## src/hw/ocp_pkg.sv

```systemverilog
// Package for the second-level overcurrent hiccup protection block.
// Assumes one 250 MHz system clock; all comparator flags are asynchronous pins.
package ocp_pkg;

  // ------------------------------------------------------------------
  // Clock and synchroniser
  // ------------------------------------------------------------------
  localparam int OCP_CLOCK_MHZ = 250;
  localparam int OCP_SYNC_STAGES = 2;

  // ------------------------------------------------------------------
  // Supply thresholds in millivolts, kept for reference only; neither the block nor the bench reads them
  // ------------------------------------------------------------------
  localparam int OCP_RESTART_MV = 4500;
  localparam int OCP_TURN_ON_MV = 14000;

  // ------------------------------------------------------------------
  // Trip counting
  // ------------------------------------------------------------------
  localparam logic [1:0] OCP_TRIPS_TO_FAULT = 2'h2;
  localparam logic [1:0] OCP_TRIPS_NONE = 2'h0;

  // ------------------------------------------------------------------
  // Protection state and flag bundle
  // ------------------------------------------------------------------
  typedef enum logic [2:0] {
    OCP_IDLE,
    OCP_WARN,
    OCP_LATCHED,
    OCP_DISCHARGE,
    OCP_RECHARGE
  } ocp_state_t;

  typedef struct packed {
    logic cycle_start;
    logic over_limit;
    logic supply_undervoltage;
    logic supply_below_restart;
    logic supply_turn_on;
  } ocp_flags_t;

endpackage

```

## src/hw/ocp_hiccup.sv

```systemverilog
// Second-level overcurrent protection with hiccup restart.
// Assumes analog comparators supply the flags as asynchronous levels and the
// oscillator gives a cycle-start level that rises once per switching cycle.
//
// Operation
// - A cycle is tripped when drain current exceeds the second-level limit.
// - First tripped cycle from idle enters warning; switch stays enabled.
// - Untripped cycle after warning returns logic to idle.
// - Two consecutive tripped cycles declare fault and turn switch off.
// - Shutdown is latched while supplied; switching inhibited while latched.
// - Disabled device transfers no energy; supply undervoltage clears the latch.
// - Startup source stays off until supply below restart, then recharges.
// - Switching resumes when recharged supply reaches turn-on threshold.
// - Persistent fault repeats shutdown and restart indefinitely.
// - Restart near 4.5 V, turn-on near 14 V; recharge by source.
`timescale 1ns/100ps
module ocp_hiccup
  import ocp_pkg::*;
(
  input wire logic CLOCK_I,
  input wire logic RESET_I,
  input wire logic CYCLE_START_I,
  input wire logic OVER_LIMIT_I,
  input wire logic SUPPLY_UNDERVOLTAGE_I,
  input wire logic SUPPLY_BELOW_RESTART_I,
  input wire logic SUPPLY_TURN_ON_I,
  output logic SWITCH_ENABLE_O,
  output logic STARTUP_SOURCE_ON_O,
  output logic WARNING_O,
  output logic FAULT_LATCHED_O
);

  // ------------------------------------------------------------------
  // Input synchronisation
  // ------------------------------------------------------------------
  ocp_flags_t raw;
  ocp_flags_t flg;

  assign raw = '{cycle_start: CYCLE_START_I, over_limit: OVER_LIMIT_I,
                 supply_undervoltage: SUPPLY_UNDERVOLTAGE_I,
                 supply_below_restart: SUPPLY_BELOW_RESTART_I,
                 supply_turn_on: SUPPLY_TURN_ON_I};

  ocp_sync #(
    .WIDTH($bits(ocp_flags_t))
  ) u_sync (
    .clk_i(CLOCK_I),
    .rst_i(RESET_I),
    .async_i(raw),
    .sync_o(flg)
  );

  // ------------------------------------------------------------------
  // Cycle boundary and per-cycle trip capture
  // ------------------------------------------------------------------
  logic cyc_q;
  logic trip_seen_q;
  logic cycle_edge;
  ocp_state_t state_q;
  ocp_state_t state_d;

  assign cycle_edge = flg.cycle_start && !cyc_q;

  always_ff @(posedge CLOCK_I or posedge RESET_I) begin
    if (RESET_I) begin
      cyc_q <= 1'b0;
    end else begin
      cyc_q <= flg.cycle_start;
    end
  end

  // A trip anywhere in the cycle counts, so a short spike is not missed
  // between cycle edges; the record restarts at each boundary.
  always_ff @(posedge CLOCK_I or posedge RESET_I) begin
    if (RESET_I) begin
      trip_seen_q <= 1'b0;
    end else if (cycle_edge) begin
      trip_seen_q <= flg.over_limit;
    end else if (flg.over_limit) begin
      trip_seen_q <= 1'b1;
    end
  end

  // ------------------------------------------------------------------
  // Protection sequencer
  // ------------------------------------------------------------------
  always_comb begin
    state_d = state_q;
    case (state_q)
      OCP_IDLE: begin
        if (cycle_edge && trip_seen_q) begin
          state_d = OCP_WARN;
        end
      end
      OCP_WARN: begin
        if (cycle_edge) begin
          if (trip_seen_q) begin
            state_d = OCP_LATCHED;
          end else begin
            state_d = OCP_IDLE;
          end
        end
      end
      OCP_LATCHED: begin
        if (flg.supply_undervoltage) begin
          state_d = OCP_DISCHARGE;
        end
      end
      OCP_DISCHARGE: begin
        if (flg.supply_below_restart) begin
          state_d = OCP_RECHARGE;
        end
      end
      OCP_RECHARGE: begin
        if (flg.supply_turn_on) begin
          state_d = OCP_IDLE;
        end
      end
      default: begin
        state_d = OCP_IDLE;
      end
    endcase
  end

  always_ff @(posedge CLOCK_I or posedge RESET_I) begin
    if (RESET_I) begin
      state_q <= OCP_IDLE;
    end else begin
      state_q <= state_d;
    end
  end

  // ------------------------------------------------------------------
  // Outputs, registered from the next state
  // ------------------------------------------------------------------
  // Switch is held off from reset until the first state update, one clock, so it
  // turns on before the two-stage synchroniser has filled.
  always_ff @(posedge CLOCK_I or posedge RESET_I) begin
    if (RESET_I) begin
      SWITCH_ENABLE_O <= 1'b0;
      STARTUP_SOURCE_ON_O <= 1'b0;
      WARNING_O <= 1'b0;
      FAULT_LATCHED_O <= 1'b0;
    end else begin
      SWITCH_ENABLE_O <= (state_d == OCP_IDLE) || (state_d == OCP_WARN);
      STARTUP_SOURCE_ON_O <= (state_d == OCP_RECHARGE);
      WARNING_O <= (state_d == OCP_WARN);
      FAULT_LATCHED_O <= (state_d == OCP_LATCHED);
    end
  end
endmodule

```

## src/hw/ocp_sync.sv

```systemverilog
// Two flip-flop synchroniser, one per bit of a flag vector.
// Assumes inputs are asynchronous to clk_i.
`timescale 1ns/100ps
module ocp_sync #(
  parameter int WIDTH = 5
) (
  input wire logic clk_i,
  input wire logic rst_i,
  input wire logic [WIDTH-1:0] async_i,
  output logic [WIDTH-1:0] sync_o
);

  logic [WIDTH-1:0] meta_q;

  // First stage feeds only the second stage
  for (genvar g = 0; g < WIDTH; g++) begin : g_bit
    always_ff @(posedge clk_i or posedge rst_i) begin
      if (rst_i) begin
        meta_q[g] <= 1'b0;
        sync_o[g] <= 1'b0;
      end else begin
        meta_q[g] <= async_i[g];
        sync_o[g] <= meta_q[g];
      end
    end
  end

endmodule

```

## config.mk

```make
export PLATFORM = sky130hd
export DESIGN_NAME = ocp_hiccup
export DESIGN_NICKNAME = d
export VERILOG_FILES = /design/src/hw/ocp_pkg.sv /design/src/hw/ocp_hiccup.sv /design/src/hw/ocp_sync.sv
export SDC_FILE = /design/constraint.sdc
export NUM_CORES = 1
export LEC_CHECK = 0
export ABC_AREA = 1
export BUFFER_PORTS_ARGS = -buffer_cell sky130_fd_sc_hd__buf_2
export CORE_MARGIN = 2
export CORE_UTILIZATION = 34
export CTS_CLUSTER_DIAMETER = 60
export CTS_CLUSTER_SIZE = 28
export DETAILED_ROUTE_END_ITERATION = 8
export PLACE_DENSITY = 0.54
export SYNTH_ARGS = -nofsm -noshare
export SYNTH_HDL_FRONTEND = slang
export SYNTH_SLANG_ARGS = --single-unit
```

## constraint.sdc

```tcl
create_clock -name CLOCK_I -period 1.25 [get_ports CLOCK_I]
set_input_delay 0.3125 -clock CLOCK_I [delete_from_list [all_inputs] [get_ports CLOCK_I]]
set_output_delay 0.3125 -clock CLOCK_I [all_outputs]
set_load 0.02 [all_outputs]
```

==> summary.txt <==
Logic synthesis
  • Syn Nets: 61
  • Yosys cell types: 13
  • Syn Std Cell Area: 635.6 um2
  • Sequential-to-total area share from yosys stat: 74.80%
  • Warnings from Yosys: 0
  • Synthesized area per cell: 11.77 um2
  • Yosys reg bits: 19
  • Post-synthesis cell count: 54

Worst setup path
  • Worst setup SP type: flop
  • Number of cells on the critical path: 1
  • CP required: 0.94 ns
  • Worst Reg-to-Reg Cells: 6
  • Max incr delay on CP: 0.37 ns
  • Critical setup path kind: flop to output port
  • Slowest cell on the critical path: dfrtp_1
  • CP top delay family: flip-flops
  • CP cell instances: buf_2
  • CP bufs+invs: 1
  • Worst-path maximum fanout: 1
  • Crit path DAT: 0.80 ns
  • Critical Path End Type: output port

Global routing
  • Global-route wire length before repair: 1366 um
  • Total grt overflow: 0
  • Largest net degree at the start of global routing: 11
  • Number of global-route vias before repair: 335
  • Tot GR Track Use: 9.387%
  • Antenna violations before repair: 0

Detailed routing
  • Vias per cell: 3.885
  • Vias post-DR: 373
  • Number of remaining DRC errors: 0
  • Routed wire length: 818 um
  • Final ANT Viol Nets: 0
  • Initial DRC count: 1
  • First-pass DRT Iterations: 3
  • Wire length per cell: 8.521 um

STA
  • Tightest Pin Transition: 0.2690 ns
  • Fin crit share: 89.09%
  • RSZ-0062 raised after global routing: false
  • Slew margin rel.: 82.05%
  • Clock Skews: 0.001803 ns
  • Max-slew violations: 0
  • Max Fclk: 898.0 MHz
  • Final hold violations: 0
  • Endpoints failing setup: 0
  • Fin crit period: 1.114 ns
  • Setup TNS Final: 0 ns

Place
  • GPL Wtd Cong: 0.7450
  • Port buffer count: 10
  • Area after DPL: 732.0 um2
  • HPWL after detailed placement: 596.7 um

Clocking
  • TritonCTS clock tree: done
  • CTS clk-pin slew, worst paths: 0.10 ns
  • CTS Root Cell: clkbuf_4
  • Clock buffer count from CTS: 3
  • Clk Latency, worst-skew pair: 0.28 ns
  • Clock sink total: 19
  • Post-CTS Hold Fix Bufs: 1
  • H-tree Lvls: 1
  • Number of setup buffers added after CTS: 0
  • Post-cts sizing count: 0
  • Max clock buf depth: 2

Floorplanning
  • Io pins: 11
  • Cell Rows: 15
  • Chip Width: 47.24 um
  • Initial cell density of the core: 36.42%
  • Die area: 0.002231 mm2
  • Core area: 0.001745 mm2
  • DIE HEIGHT: 47.24 um

Flow run
  • Max-Cap Viols: 0

Final layout
  • Most frequent cells in the layout: dfrtp_1, inv_1, buf_2, nor2_1
  • Synth-to-layout area growth: 20.87%
  • Final-stage net count: 79
  • Antenna diodes: 0
  • Fill cells: 170
  • Layout cell share with drive strength beyond 1: 29.58%
  • Finished Cell Area: 768.2 um2
  • Most common cell after layout, fill and taps aside: dfrtp_1

Power and ir drop
  • Power Density: 1887 mW/mm2
  • P_leak: 0.4056 nW
  • Peak supply drop: 866.3 uV

Min path
  • Worst Hold Path Cells: 1
  • HP Class: input port to flop

Status
  • Outcome: completed
kinds of logic after synthesis:
kind of cell,count (synthesis),synth area share (%)
AOI/OAI and AO/OA,4,3.541
buffers and inverters,11,6.496
DFF,19,74.80
and+or+nand+nor,20,15.16
report_power, final:
group | switching [mW] | internal (mW) | total [mW]
logic | 0.242 | 0.137 | 0.379
registers | 0.0580 | 0.718 | 0.776
clock network | 0.171 | 0.124 | 0.295
total | 0.471 | 0.979 | 1.45
stage by stage:
stage          setup WS (ns)  hold WS (ns)  power [mW]  util [%]  cells
6_report              0.1364        0.1249       1.450     44.01     96
3_3_place_gp          0.2635        0.2512       1.165     41.94     91
2_1_floorplan         0.3117        0.2636       1.067         -     54
3_5_place_dp          0.2246        0.2533       1.171     41.94     91
4_1_cts               0.1294        0.1193       1.465     44.01     96
5_1_grt              0.09976        0.1118       1.551     44.01     96
Yosys cell counts (all sizes together):
master	number	area share, %
dfrtp	19	75
nor2	12	8.7
inv	11	6.5
nand3	4	3.1
nand2	3	2.2
o21ai	2	1.6
a21oi	1	0.79
nand3b	1	1.2
o21bai	1	1.2
flip-flops by register name, summed over array words and instances (netlist names):
signal / flops
FAULT_LATCHED_O: 1
STARTUP_SOURCE_ON_O: 1
SWITCH_ENABLE_O: 1
WARNING_O: 1
cyc_q: 1
state_q: 3
trip_seen_q: 1
u_sync.meta_q: 5
u_sync.sync_o: 5
cell type report:
type                            count  area [um2]  area share (%)
Clock buffer                        4       26.28           3.420
Tap cell                           25       31.28           4.072
Inverter                           11       41.29           5.375
Multi-Input combinational cell     24       118.9           15.47
Timing Repair Buffer               13       75.07           9.772
Sequential cell                    19       475.5           61.89
worst reg2reg max path, delay by kind of cell (launching register included):
kind,cells,cell delay [ns]
AND/OR/NAND/NOR,6,0.49
flip-flops,1,0.44
path summary, 6_finish.rpt:
path                                  endpoint                start  slack, ns
min                           u_sync.meta_q[0]     SUPPLY_TURN_ON_I       0.12
min in group asynchronous     u_sync.sync_o[3]              RESET_I       0.49
max reg2reg                    FAULT_LATCHED_O           state_q[0]       0.22
min reg2reg                   u_sync.sync_o[4]     u_sync.meta_q[4]       0.36
max in group asynchronous           state_q[2]              RESET_I       0.39
max                        STARTUP_SOURCE_ON_O  STARTUP_SOURCE_ON_O       0.14
per-layer routing:
| metal | vias to the layer above | routed length (um) | GRT usage (%) |
|---|---|---|---|
| li1 | 195 | - | - |
| met1 | 166 | 397 | 12.29 |
| met2 | 10 | 366 | 13.51 |
| met3 | 2 | 42 | 2.308 |
| met4 | 0 | 12 | 6.667 |
| met5 | - | 0 | 0 |
Power figures use the tool's default switching activity.
